File: src/core/sfep_defines.vh
// Constants for the serial flash erase, program and protection command block.
`ifndef SFEP_DEFINES_VH
`define SFEP_DEFINES_VH

// Opcodes and four-byte command sequences.
`define SFEP_OP_SECT_ERASE 8'h7C
`define SFEP_OP_PROG_BUF1 8'h82
`define SFEP_OP_PROG_BUF2 8'h85
`define SFEP_SEQ_CHIP_ERASE 32'hC794_809A
`define SFEP_SEQ_PROT_EN 32'h3D2A_7FA9
`define SFEP_SEQ_PROT_DIS 32'h3D2A_7F9A
`define SFEP_HDR_BYTES 3'h4
`define SFEP_OPC_FIELD 31:24

// Address fields of the three address bytes.
`define SFEP_A264_PAGE 20:9
`define SFEP_A264_OFF 8:0
`define SFEP_A256_PAGE 19:8
`define SFEP_A256_OFF 7:0
`define SFEP_PG_SECT 11:8
`define SFEP_PG_SUB 7:3

// Buffer last locations per page mode.
`define SFEP_BUF_LAST_264 9'h107
`define SFEP_BUF_LAST_256 9'h0FF

// Sector indices: 0 is part 0a, 1 is part 0b, s+1 is sector s.
`define SFEP_SECT_0A 5'h00
`define SFEP_SECT_0B 5'h01
`define SFEP_SECT_LAST 5'h10
`define SFEP_SECT_MAP_W 17
`define SFEP_PG_0A_LAST 12'h007
`define SFEP_PG_0B_FIRST 12'h008
`define SFEP_PG_LOW_ONES 8'hFF
`define SFEP_PG_LOW_ZERO 8'h00

// Clock and write-protect noise filter timing.
`define SFEP_CLK_PERIOD_NS 25
`define SFEP_WP_FILT_NS 100
`define SFEP_WP_FILT_CYC ((`SFEP_WP_FILT_NS + `SFEP_CLK_PERIOD_NS - 1) / `SFEP_CLK_PERIOD_NS)

// Default self-timed cycle lengths in clock cycles.
`define SFEP_SECT_ERASE_CYC 16'h0400
`define SFEP_PAGE_ERASE_CYC 16'h0100
`define SFEP_PROG_CYC 16'h0080

`endif

File: src/core/sfep_top.v
// Command decoder and self-timed sequencer for erase, program and protection.
`timescale 1ns/1ps
`include "sfep_defines.vh"

module sfep_top #(
  parameter TW = 16,
  parameter [TW-1:0] SECT_ERASE_CYC = `SFEP_SECT_ERASE_CYC,
  parameter [TW-1:0] PAGE_ERASE_CYC = `SFEP_PAGE_ERASE_CYC,
  parameter [TW-1:0] PROG_CYC = `SFEP_PROG_CYC
) (
  input wire clk_i,
  input wire rst_n_i,
  input wire ce_i,
  input wire cs_n_i,
  input wire sck_i,
  input wire si_i,
  input wire wp_n_i,
  input wire page_256_i,
  input wire [`SFEP_SECT_MAP_W-1:0] prot_map_i,
  input wire [`SFEP_SECT_MAP_W-1:0] lock_map_i,
  output wire status_busy_o,
  output wire status_prot_o,
  output reg arr_erase_o,
  output reg [11:0] arr_first_page_o,
  output reg [11:0] arr_last_page_o,
  output reg arr_wr_o,
  output reg [11:0] arr_page_o,
  output reg [8:0] arr_byte_o,
  output reg [7:0] arr_data_o
);

  localparam S_IDLE = 3'h0;
  localparam S_ERASE = 3'h1;
  localparam S_ERWAIT = 3'h2;
  localparam S_PROG = 3'h3;
  localparam S_PGWAIT = 3'h4;
  localparam S_CHIP = 3'h5;

  localparam JOB_SECT = 2'h0;
  localparam JOB_PROG = 2'h1;
  localparam JOB_CHIP = 2'h2;

  localparam [7:0] WP_FILT = `SFEP_WP_FILT_CYC;

  wire frame_start;
  wire frame_end;
  wire byte_stb;
  wire [7:0] rx_byte;
  wire tmr_done;
  reg tmr_load;
  reg [TW-1:0] tmr_count;

  reg [2:0] state_q;
  reg [1:0] job_q;
  reg [4:0] sect_q;
  reg buf_sel_q;
  reg [8:0] prog_off_q;
  reg sw_prot_q;
  reg frame_ok_q;
  reg [2:0] nbytes_q;
  reg [31:0] hdr_q;
  reg [8:0] wr_off_q;
  reg wp_s1_q;
  reg wp_s2_q;
  reg wp_filt_n_q;
  reg [7:0] wp_cnt_q;
  reg wp_eff_q;
  reg [7:0] buf1_mem [0:`SFEP_BUF_LAST_264];
  reg [7:0] buf2_mem [0:`SFEP_BUF_LAST_264];

  wire [31:0] hdr_n = {hdr_q[23:0], rx_byte};
  wire [7:0] opcode = hdr_q[`SFEP_OPC_FIELD];
  wire is_prog = (opcode == `SFEP_OP_PROG_BUF1) || (opcode == `SFEP_OP_PROG_BUF2);
  wire [8:0] buf_last = page_256_i ? `SFEP_BUF_LAST_256 : `SFEP_BUF_LAST_264;
  wire prot_en = sw_prot_q | wp_eff_q;
  wire [11:0] cmd_page = page_256_i ? hdr_q[`SFEP_A256_PAGE] : hdr_q[`SFEP_A264_PAGE];
  wire [4:0] cmd_sect = sect_of(cmd_page);

  // Page to sector index: top four bits pick 1-15, else 0a or 0b.
  function [4:0] sect_of;
    input [11:0] pg;
    begin
      if (pg[`SFEP_PG_SECT] != 4'h0)
        sect_of = {1'b0, pg[`SFEP_PG_SECT]} + `SFEP_SECT_0B;
      else if (pg[`SFEP_PG_SUB] != 5'h00)
        sect_of = `SFEP_SECT_0B;
      else
        sect_of = `SFEP_SECT_0A;
    end
  endfunction

  // First page of a sector index.
  function [11:0] sect_first;
    input [4:0] idx;
    begin
      if (idx == `SFEP_SECT_0A)
        sect_first = 12'h000;
      else if (idx == `SFEP_SECT_0B)
        sect_first = `SFEP_PG_0B_FIRST;
      else
        sect_first = {idx[3:0] - 4'h1, `SFEP_PG_LOW_ZERO};
    end
  endfunction

  // Last page of a sector index.
  function [11:0] sect_last;
    input [4:0] idx;
    begin
      if (idx == `SFEP_SECT_0A)
        sect_last = `SFEP_PG_0A_LAST;
      else if (idx == `SFEP_SECT_0B)
        sect_last = {4'h0, `SFEP_PG_LOW_ONES};
      else
        sect_last = {idx[3:0] - 4'h1, `SFEP_PG_LOW_ONES};
    end
  endfunction

  // A sector is untouchable when locked down, or marked while protection is on.
  function blocked;
    input [4:0] idx;
    input en;
    begin
      blocked = lock_map_i[idx] | (en & prot_map_i[idx]);
    end
  endfunction

  sfep_spi_rx u_rx (
    .clk_i(clk_i),
    .rst_n_i(rst_n_i),
    .ce_i(ce_i),
    .cs_n_i(cs_n_i),
    .sck_i(sck_i),
    .si_i(si_i),
    .frame_start_o(frame_start),
    .frame_end_o(frame_end),
    .byte_stb_o(byte_stb),
    .byte_o(rx_byte)
  );

  sfep_timer #(
    .W(TW)
  ) u_tmr (
    .clk_i(clk_i),
    .rst_n_i(rst_n_i),
    .ce_i(ce_i),
    .load_i(tmr_load),
    .count_i(tmr_count),
    .done_o(tmr_done)
  );

  // Status is decoded straight from the sequencer and protection registers.
  assign status_busy_o = (state_q != S_IDLE);
  assign status_prot_o = prot_en;

  // Write-protect pin: synchronise, then filter out glitches shorter than the window.
  always @(posedge clk_i or negedge rst_n_i)
  begin
    if (!rst_n_i)
    begin
      wp_s1_q <= 1'b1;
      wp_s2_q <= 1'b1;
      wp_filt_n_q <= 1'b1;
      wp_cnt_q <= 8'h00;
      wp_eff_q <= 1'b0;
    end
    else if (ce_i)
    begin
      wp_s1_q <= wp_n_i;
      wp_s2_q <= wp_s1_q;
      if (wp_s2_q == wp_filt_n_q)
        wp_cnt_q <= 8'h00;
      else if (wp_cnt_q == WP_FILT - 8'h01)
      begin
        wp_filt_n_q <= wp_s2_q;
        wp_cnt_q <= 8'h00;
      end
      else
        wp_cnt_q <= wp_cnt_q + 8'h01;
      // The filtered level only reaches protection between cycles.
      if (state_q == S_IDLE)
        wp_eff_q <= ~wp_filt_n_q;
    end
  end

  // Frame capture: header bytes, then buffer offset tracking for programs.
  always @(posedge clk_i or negedge rst_n_i)
  begin
    if (!rst_n_i)
    begin
      frame_ok_q <= 1'b0;
      nbytes_q <= 3'h0;
      hdr_q <= 32'h0000_0000;
      wr_off_q <= 9'h000;
    end
    else if (ce_i)
    begin
      if (frame_start)
      begin
        // Commands arriving while a cycle runs are refused whole.
        frame_ok_q <= (state_q == S_IDLE);
        nbytes_q <= 3'h0;
      end
      else if (byte_stb)
      begin
        if (nbytes_q != `SFEP_HDR_BYTES)
        begin
          hdr_q <= hdr_n;
          nbytes_q <= nbytes_q + 3'h1;
          if (nbytes_q == `SFEP_HDR_BYTES - 3'h1)
            wr_off_q <= page_256_i ? {1'b0, hdr_n[`SFEP_A256_OFF]} : hdr_n[`SFEP_A264_OFF];
        end
        else if (is_prog)
          wr_off_q <= (wr_off_q >= buf_last) ? 9'h000 : wr_off_q + 9'h001;
        // Trailing bytes of other commands change nothing.
      end
    end
  end

  // Buffer storage: data bytes of a program frame land at the running offset.
  always @(posedge clk_i)
  begin
    if (ce_i && byte_stb && frame_ok_q && !frame_start && nbytes_q == `SFEP_HDR_BYTES && is_prog)
    begin
      if (opcode == `SFEP_OP_PROG_BUF2)
        buf2_mem[wr_off_q] <= rx_byte;
      else
        buf1_mem[wr_off_q] <= rx_byte;
    end
  end

  // Timer load value and strobe follow the sequencer state.
  always @*
  begin
    tmr_load = 1'b0;
    tmr_count = PROG_CYC;
    if (state_q == S_ERASE)
    begin
      tmr_load = 1'b1;
      tmr_count = (job_q == JOB_PROG) ? PAGE_ERASE_CYC : SECT_ERASE_CYC;
    end
    else if (state_q == S_PROG && prog_off_q == buf_last)
      tmr_load = 1'b1;
  end

  // Sequencer: command launch at chip select rising, then self-timed cycles.
  always @(posedge clk_i or negedge rst_n_i)
  begin
    if (!rst_n_i)
    begin
      state_q <= S_IDLE;
      job_q <= JOB_SECT;
      sect_q <= `SFEP_SECT_0A;
      buf_sel_q <= 1'b0;
      prog_off_q <= 9'h000;
      sw_prot_q <= 1'b0;
      arr_erase_o <= 1'b0;
      arr_first_page_o <= 12'h000;
      arr_last_page_o <= 12'h000;
      arr_wr_o <= 1'b0;
      arr_page_o <= 12'h000;
      arr_byte_o <= 9'h000;
      arr_data_o <= 8'h00;
    end
    else if (ce_i)
    begin
      arr_erase_o <= 1'b0;
      arr_wr_o <= 1'b0;
      case (state_q)
        S_IDLE:
        begin
          if (frame_end && frame_ok_q && nbytes_q == `SFEP_HDR_BYTES)
          begin
            if (hdr_q == `SFEP_SEQ_CHIP_ERASE)
            begin
              job_q <= JOB_CHIP;
              sect_q <= `SFEP_SECT_0A;
              state_q <= S_CHIP;
            end
            else if (hdr_q == `SFEP_SEQ_PROT_EN)
              sw_prot_q <= 1'b1;
            else if (hdr_q == `SFEP_SEQ_PROT_DIS)
            begin
              if (wp_filt_n_q)
                sw_prot_q <= 1'b0;
            end
            else if (opcode == `SFEP_OP_SECT_ERASE && !blocked(cmd_sect, prot_en))
            begin
              // One sector only, whatever page inside it was named.
              job_q <= JOB_SECT;
              arr_first_page_o <= sect_first(cmd_sect);
              arr_last_page_o <= sect_last(cmd_sect);
              state_q <= S_ERASE;
            end
            else if (is_prog && !blocked(cmd_sect, prot_en))
            begin
              job_q <= JOB_PROG;
              buf_sel_q <= (opcode == `SFEP_OP_PROG_BUF2);
              arr_page_o <= cmd_page;
              arr_first_page_o <= cmd_page;
              arr_last_page_o <= cmd_page;
              state_q <= S_ERASE;
            end
          end
        end
        S_CHIP:
        begin
          if (blocked(sect_q, prot_en))
          begin
            // Protected or locked sectors are stepped over untouched.
            if (sect_q == `SFEP_SECT_LAST)
              state_q <= S_IDLE;
            else
              sect_q <= sect_q + 5'h01;
          end
          else
          begin
            arr_first_page_o <= sect_first(sect_q);
            arr_last_page_o <= sect_last(sect_q);
            state_q <= S_ERASE;
          end
        end
        S_ERASE:
        begin
          arr_erase_o <= 1'b1;
          state_q <= S_ERWAIT;
        end
        S_ERWAIT:
        begin
          if (tmr_done)
          begin
            if (job_q == JOB_PROG)
            begin
              prog_off_q <= 9'h000;
              state_q <= S_PROG;
            end
            else if (job_q == JOB_CHIP && sect_q != `SFEP_SECT_LAST)
            begin
              sect_q <= sect_q + 5'h01;
              state_q <= S_CHIP;
            end
            else
              state_q <= S_IDLE;
          end
        end
        S_PROG:
        begin
          // Buffer contents stream to the page one byte a cycle.
          arr_wr_o <= 1'b1;
          arr_byte_o <= prog_off_q;
          arr_data_o <= buf_sel_q ? buf2_mem[prog_off_q] : buf1_mem[prog_off_q];
          if (prog_off_q == buf_last)
            state_q <= S_PGWAIT;
          else
            prog_off_q <= prog_off_q + 9'h001;
        end
        S_PGWAIT:
        begin
          if (tmr_done)
            state_q <= S_IDLE;
        end
        default:
        begin
          state_q <= S_IDLE;
        end
      endcase
    end
  end

endmodule // sfep_top

File: src/core/sfep_spi_rx.v
// Serial receiver: synchronises the link pins and assembles bytes MSB first.
`timescale 1ns/1ps
`include "sfep_defines.vh"

module sfep_spi_rx (
  input wire clk_i,
  input wire rst_n_i,
  input wire ce_i,
  input wire cs_n_i,
  input wire sck_i,
  input wire si_i,
  output wire frame_start_o,
  output wire frame_end_o,
  output reg byte_stb_o,
  output reg [7:0] byte_o
);

  reg cs_n_s1_q;
  reg cs_n_s2_q;
  reg cs_n_s3_q;
  reg sck_s1_q;
  reg sck_s2_q;
  reg sck_s3_q;
  reg si_s1_q;
  reg si_s2_q;
  reg [2:0] bit_cnt_q;
  reg [6:0] shift_q;
  wire sck_rise;

  // Two-flop synchronisers plus one extra stage for edge finding.
  always @(posedge clk_i or negedge rst_n_i)
  begin
    if (!rst_n_i)
    begin
      cs_n_s1_q <= 1'b1;
      cs_n_s2_q <= 1'b1;
      cs_n_s3_q <= 1'b1;
      sck_s1_q <= 1'b0;
      sck_s2_q <= 1'b0;
      sck_s3_q <= 1'b0;
      si_s1_q <= 1'b0;
      si_s2_q <= 1'b0;
    end
    else if (ce_i)
    begin
      cs_n_s1_q <= cs_n_i;
      cs_n_s2_q <= cs_n_s1_q;
      cs_n_s3_q <= cs_n_s2_q;
      sck_s1_q <= sck_i;
      sck_s2_q <= sck_s1_q;
      sck_s3_q <= sck_s2_q;
      si_s1_q <= si_i;
      si_s2_q <= si_s1_q;
    end
  end

  // Frame edges and serial clock rising edge, all from second stages onward.
  assign frame_start_o = ce_i & cs_n_s3_q & ~cs_n_s2_q;
  assign frame_end_o = ce_i & ~cs_n_s3_q & cs_n_s2_q;
  assign sck_rise = sck_s2_q & ~sck_s3_q;

  // Shift register; a byte completes on the eighth rising edge.
  always @(posedge clk_i or negedge rst_n_i)
  begin
    if (!rst_n_i)
    begin
      bit_cnt_q <= 3'h0;
      shift_q <= 7'h00;
      byte_stb_o <= 1'b0;
      byte_o <= 8'h00;
    end
    else if (ce_i)
    begin
      byte_stb_o <= 1'b0;
      if (cs_n_s2_q)
        bit_cnt_q <= 3'h0;
      else if (sck_rise)
      begin
        shift_q <= {shift_q[5:0], si_s2_q};
        bit_cnt_q <= bit_cnt_q + 3'h1;
        if (bit_cnt_q == 3'h7)
        begin
          byte_o <= {shift_q, si_s2_q};
          byte_stb_o <= 1'b1;
        end
      end
    end
  end

endmodule // sfep_spi_rx

File: src/core/sfep_timer.v
// Down counter that times the self-timed erase and program cycles.
`timescale 1ns/1ps

module sfep_timer #(
  parameter W = 16
) (
  input wire clk_i,
  input wire rst_n_i,
  input wire ce_i,
  input wire load_i,
  input wire [W-1:0] count_i,
  output reg done_o
);

  reg [W-1:0] cnt_q;

  // Load starts a count; done pulses for one cycle when it reaches zero.
  always @(posedge clk_i or negedge rst_n_i)
  begin
    if (!rst_n_i)
    begin
      cnt_q <= {W{1'b0}};
      done_o <= 1'b0;
    end
    else if (ce_i)
    begin
      done_o <= 1'b0;
      if (load_i)
        cnt_q <= count_i;
      else if (cnt_q != {W{1'b0}})
      begin
        cnt_q <= cnt_q - {{(W-1){1'b0}}, 1'b1};
        if (cnt_q == {{(W-1){1'b0}}, 1'b1})
          done_o <= 1'b1;
      end
    end
  end

endmodule // sfep_timer

File: config.mk
export PLATFORM = sky130hd
export DESIGN_NAME = sfep_top
export DESIGN_NICKNAME = d
export VERILOG_FILES = /design/src/core/sfep_top.v /design/src/core/sfep_spi_rx.v /design/src/core/sfep_timer.v
export VERILOG_INCLUDE_DIRS = /design/src /design/src/core
export SDC_FILE = /design/constraint.sdc
export NUM_CORES = 2
export LEC_CHECK = 0
export ABC_AREA = 0
export BUFFER_PORTS_ARGS = -buffer_cell sky130_fd_sc_hd__buf_4
export CAP_MARGIN = 5
export CORE_UTILIZATION = 48
export DETAILED_ROUTE_END_ITERATION = 6
export SYNTH_ARGS = -nofsm -noshare
export SYNTH_HDL_FRONTEND = slang
export SYNTH_MEMORY_MAX_BITS = 65536
export SYNTH_SLANG_ARGS = --single-unit
File: constraint.sdc
create_clock -name clk_i -period 9.75 [get_ports clk_i]
set_input_delay 1.95 -clock clk_i [delete_from_list [all_inputs] [get_ports clk_i]]
set_output_delay 1.95 -clock clk_i [all_outputs]
set_load 0.03 [all_outputs]
* Yosys cells after proc, flatten, opt, wreduce, memory -nomap -nowiden *
Memories as Yosys holds them, arrays and structs flattened.
Index checks and enable logic that the tools add are counted.

word-level totals
  flip-flop bits (word level) = 177
  memory bits (writable) = 4224
  bits of input ports = 42
  logic and storage cells = 271
  memories = 2

cells by class
  $add $sub $neg = 10
  $lt $le $gt $ge = 3
  equality and inequality tests = 48
  muxes and demuxes = 102
  bitwise operators = 20
  reductions and logical operators = 50

memories
  memory    depth  bits a word  rd ports  clocked after Yosys merged registers in  wr ports  RTL line       RTL
  buf1_mem  264    8            1         0                                        1         sfep_top.v:68  reg [7:0] buf1_mem [0:`SFEP_BUF_LAST_264];
  buf2_mem  264    8            1         0                                        1         sfep_top.v:69  reg [7:0] buf2_mem [0:`SFEP_BUF_LAST_264];

operator list
  cell                   number
  $mux 12                22
  $mux 9                 9
  $eq 32x30->1 const B   2
  $mux 3                 18
  $pmux 12 s2            2
  $mux 5                 8
  $eq 32x32->1 const B   1
  $mux 16                2
  $mux 1                 24
  $mux 8                 3
  $ne 2x2->1 const B     12
  $mux 11                2
  $bmux 1 s5             4
  $add 9x1->9 const B    2
  $pmux 3 s6             1
  $pmux 9 s2             1
  $reduce_and 9->1       2
  $reduce_bool 2->1      9
  $eq 16x1->1 const B    1
  $eq 8x8->1 const B     2
  $reduce_and 8->1       2
  $reduce_bool 16->1     1
  $sub 16x1->16 const B  1
  $pmux 5 s3             1
  40 further kinds       101

* Depth between registers and ports, before layout *
  depth after elaboration = 17
  mapped depth = 17
  depth with buffers taken out = 12

* Hierarchy *
From an unflattened synthesis, not the netlist that was laid out.

second synthesis, totals
  cell total of the unflattened synthesis = 8307
  area, all modules = 173278.7 um^2

modules (own cells, without submodules)
  module       instances  cells each  area an instance (um^2)  sequential area each (um^2)
  sfep_top     1          8098        170938.9                 130073.5
  sfep_timer   1          137         1193.6                   425.4
  sfep_spi_rx  1          72          1146.1                   679.4

* Worst setup path after synthesis *
OpenSTA, ideal clock, no wires.

  path kind = reg-to-reg
  start = reg u_rx.byte_o[2]
  end = mem buf1_mem[0][2], data pin
  library setup time = 1.447 ns
  arrival = 6.266 ns
  data required time = 8.303 ns
  path slack = 2.038 ns
  stages on the path, launching flop included = 1
  buffers on the path = 0
  path through = dfrtp_1

RTL lines
  item                    RTL line          RTL
  start, declared         sfep_spi_rx.v:15  output reg [7:0] byte_o
  start signal, assigned  sfep_spi_rx.v:83  byte_o <= {shift_q, si_s2_q};
  end, declared           sfep_top.v:68

No word-level cell before the write port.

* Final worst setup path *
  start = in page_256_i
  end = reg arr_first_page_o[8]

between the ends
  longest elaborated chain between the ends = 16
  elaborated cells on any way between the ends = 29

ends and longest elaborated chain
  item                                                  RTL line        RTL
  start, declared                                       sfep_top.v:18   input wire page_256_i,
  $mux 12 *                                             sfep_top.v:76   wire [11:0] cmd_page = page_256_i ? hdr_q[`SFEP_A256_PAGE] : hdr_q[`SFEP_A264_PAGE];
  branches (longest 15 deep; another with $add 4x1->5)  -
  end signal, assigned                                  sfep_top.v:290  arr_first_page_o <= sect_first(cmd_sect);
  end signal, assigned                                  sfep_top.v:299  arr_first_page_o <= cmd_page;
  end signal, assigned                                  sfep_top.v:317  arr_first_page_o <= sect_first(sect_q);
  end, declared                                         sfep_top.v:24   output reg [11:0] arr_first_page_o,

Mark *: on every way between the ends. The select of a mux whose other input is x is not followed.
A chain may end at the register's enable or synchronous reset.

==> flow_summary_export.csv <==
group,metric,value,unit
status,status,"finished, final reports clean",
worst_setup_path,cp_cell_sequence,"buf_4 -> mux2i_1 -> ha_1 -> nand2b_1 -> o21ai_0 -> o21ai_4 -> inv_2 -> mux4_2 -> a211oi_2 -> a22oi_2 -> or3_1 -> or4b_1 -> a41oi_2",
synthesis,syn_nets,8126,
route,drc,0,
cells_and_area,final_area,194000,sq um
sta,finalSetupViolCount,0,
clock_tree,cts_tree,"yes",
sta,max_freq,0.168,GHz
cells_and_area,fin_nets,8370,
cells_and_area,utilization,0.544,
floorplan,num_rows,219,
synthesis,synthFlopType,"edfxtp_1",
power,comb_power_share,0.129,
clock_tree,cts_resized,0,
floorplan,coreArea,357000,sq um
worst_setup_path,reg2reg_from,"prog_off_q[0]",
worst_setup_path,cp-end-kind,"flop",
sta,max-slew-margin-rel,0.143,
floorplan,fp.dieArea,362000,sq um
clock_tree,postCtsHoldBufs,0,
job,drv_cap,0,
floorplan,die_h,602,um
power,vdd_drop_max,187,uV
worst_setup_path,crit_type,"input port to flop",
synthesis,synth_warnings,0,
sta,slew_violations,0,
worst_setup_path,worst_ep_arrival_time,6830,ps
sta,rsz0062_at_grt,"false",
route,routed_via_density,6.26,
placed_design,hpwl,270000,um
placed_design,post_dp_cell_area,179000,sq um
sta,tightestPinTransition,1290,ps
synthesis,ys_types,85,
route,totalWireLength,454000,um
worst_setup_path,crit_end,"arr_first_page_o[8]",
worst_setup_path,rrSetupSlack,4030,ps
min_path,min_path_type,"flop to flop",
worst_setup_path,start_kind,"input port",
placed_design,port_buffers,98,
synthesis,synth_top_area_frac,0.735,
route,vias,84200,
worst_setup_path,cp.required,10630,ps
synthesis,syn_inst,8057,
floorplan,die_w,602,um
worst_setup_path,rr_endpoint,"arr_data_o[2]",
clock_tree,clk_pin_slew,60,ps
floorplan,initial_core_util,0.484,
power,p_switching,0.0110,W
clock_tree,clockRootBuffer,"clkbuf_16",
global_routing,overflow,0,
synthesis,synth_area_leader_cell,"edfxtp_1",
global_routing,grt_pass1_wl,647000,um
cells_and_area,drive_gt1_frac,0.273,
placed_design,gp_congestion,0.877,
synthesis,avgSynthCellArea,21.4,sq um
power,swShare,0.250,
worst_setup_path,reg2reg_depth,10,
global_routing,grt_pass1_vias,85100,
route,ant_nets,0,
route,first_iter_violations,10500,
power,p_int,0.0328,W
power,power_leakage,57.6,nW
global_routing,grt_max_degree,209,
synthesis,synth_edf_count,4224,
route,wl_per_cell,33.8,um
worst_setup_path,crit_path_max_fanout,29,
worst_setup_path,cp-startpoint,"page_256_i",
global_routing,antenna_found_initial,20,
sta,setup_tns,0,ps
synthesis,ys_top_cells_by_area,"edfxtp_1 (74%), mux4_2 (16%), dfrtp_1 (2.4%)",
clock_tree,cts_made_buffers,441,
sta,hold_violations,0,
sta,min_period,5950,ps
global_routing,grt.total_usage,0.250,
sta,fin_skew,43.9,ps
worst_setup_path,slowest_delay,670,ps
power,power_frac_seq,0.477,
synthesis,syn_area,173000,sq um
clock_tree,numClockSinks,4397,
clock_tree,clockBufferDepth,4,
route,first_pass_iters,6,
clock_tree,post_cts_buffers,0,
worst_setup_path,cp_slowest_cell,"mux2i_1",
power,p_clk_frac,0.394,
cells_and_area,area_growth,12.5,%
clock_tree,clk_latency,990,ps
floorplan,io_pins,99,
power,power.density,226,nW/um^2
sta,min_period_over_period,0.610,
synthesis,ys_seq_area_frac,0.760,
min_path,min_from,"arr_wr_o",
synthesis,postSynth.asyncResetShare,0.0393,
synthesis,synth-seq-cells,4397,
clock_tree,htreeDepth,5,
==> synthesized netlist by cell type (all sizes together), types with 20 or more instances <==
| cell type | number |
|---|---|
| edfxtp | 4224 |
| mux4 | 1261 |
| nor2 | 660 |
| clkbuf | 301 |
| nand2 | 229 |
| buf | 181 |
| dfrtp | 167 |
| mux2i | 163 |
| a21oi | 89 |
| mux2 | 88 |
| o21ai | 87 |
| nand3 | 73 |
| nor3 | 45 |
| o22ai | 44 |
| inv | 42 |
| ha | 27 |
| nand4 | 25 |
| a211oi | 20 |
| o221ai | 20 |
==> placed cells by master, fill, tap and decap left out, types with 88 or more instances in the layout <==
cell type / Yosys / layout
nand2_1: 229 / 217
a21oi_1: 89 / 88
edfxtp_1: 4224 / 4224
mux2i_1: 163 / 163
nor2_1: 660 / 652
clkbuf_1: 297 / 90
clkbuf_16: 0 / 445
mux4_2: 1261 / 1261
dfrtp_1: 167 / 152
buf_4: 4 / 249
==> per-stage QoR <==
step | instances | hold WS (ps) | setup slack [ps] | power (W)
5_1_grt | 13400 | 512 | 3570 | 0.0450
4_1_cts | 13400 | 484 | 3900 | 0.0441
2_1_floorplan | 8057 | 461 | 2040 | 0.0253
3_3_place_gp | 12600 | 470 | 3030 | 0.0270
6_report | 13400 | 479 | 3800 | 0.0438
3_5_place_dp | 12600 | 469 | 2870 | 0.0270
==> registers in the layout (all words and copies together), names as in the netlist, 2 cells and up <==
name and flops:
nbytes_q 3, u_tmr.cnt_q 16, job_q 2, arr_byte_o 9, buf1_mem 2112, prog_off_q 9, wr_off_q 9, hdr_q 32
wp_cnt_q 8, u_rx.shift_q 7, arr_last_page_o 8, u_rx.byte_o 8, arr_page_o 12, u_rx.bit_cnt_q 3, arr_first_page_o 12, buf2_mem 2112
state_q 3, sect_q 5, arr_data_o 8
==> worst max-delay path, delay by kind of cell <==
kind,cells,cell delay (ps)
AOI/OAI and AO/OA,5,1400
adders and majority gates,1,350
buffers and inverters,2,550
muxes,2,1200
and+or+nand+nor,3,1360
==> worst min-delay path by stage <==
stage | to | slack (ps) | cells past startpoint
floorplan | u_tmr.cnt_q[14] | 460 | 2
global placement | arr_byte_o[1] | 470 | 2
detailed placement | arr_byte_o[1] | 470 | 2
CTS | arr_byte_o[1] | 480 | 2
global route | arr_byte_o[2] | 510 | 2
finish | arr_wr_o | 480 | 1
==> cell families (layout without fill, tap and decap cells) <==
family	after synthesis	after routing	synth area share
AO/OA/AOI/OAI	405	405	0.0156
XOR/XNOR	25	25	0.00127
adder cells (fa/ha/maj)	27	27	0.00196
buffers and inverters	527	1148	0.0123
flip-flops	4397	4397	0.760
multiplexers	1512	1512	0.180
other	0	5	0
AND/OR/NAND/NOR	1164	1164	0.0289
==> metal layers <==
metal / global-route usage / share of wire
met1: 0.360 / 0.41
met2: 0.394 / 0.48
met3: 0.0450 / 0.083
met4: 0.0745 / 0.032
met5: 0.00396 / 0.000015
==> power groups by stage <==
| stage | sequential (W) | combinational [W] | clock [W] |
|---|---|---|---|
| 2_1_floorplan | 0.0212 | 0.00411 | 0 |
| 3_3_place_gp | 0.0213 | 0.00571 | 0 |
| 3_5_place_dp | 0.0213 | 0.00574 | 0 |
| 4_1_cts | 0.0209 | 0.00575 | 0.0175 |
| 5_1_grt | 0.0209 | 0.00599 | 0.0182 |
| 6_report | 0.0209 | 0.00565 | 0.0173 |
==> final cells by class <==
class | count | area [sq um]
clock inverters | 276 | 3120
flip-flops and latches | 4397 | 131000
diodes | 5 | 12.5
clock buffers | 544 | 11600
multi-input cells | 3133 | 39500
fillers | 26800 | 163000
well taps | 4751 | 5940
repair buffers | 283 | 2540
inverters | 45 | 194
(Power assumes the default switching activity.)
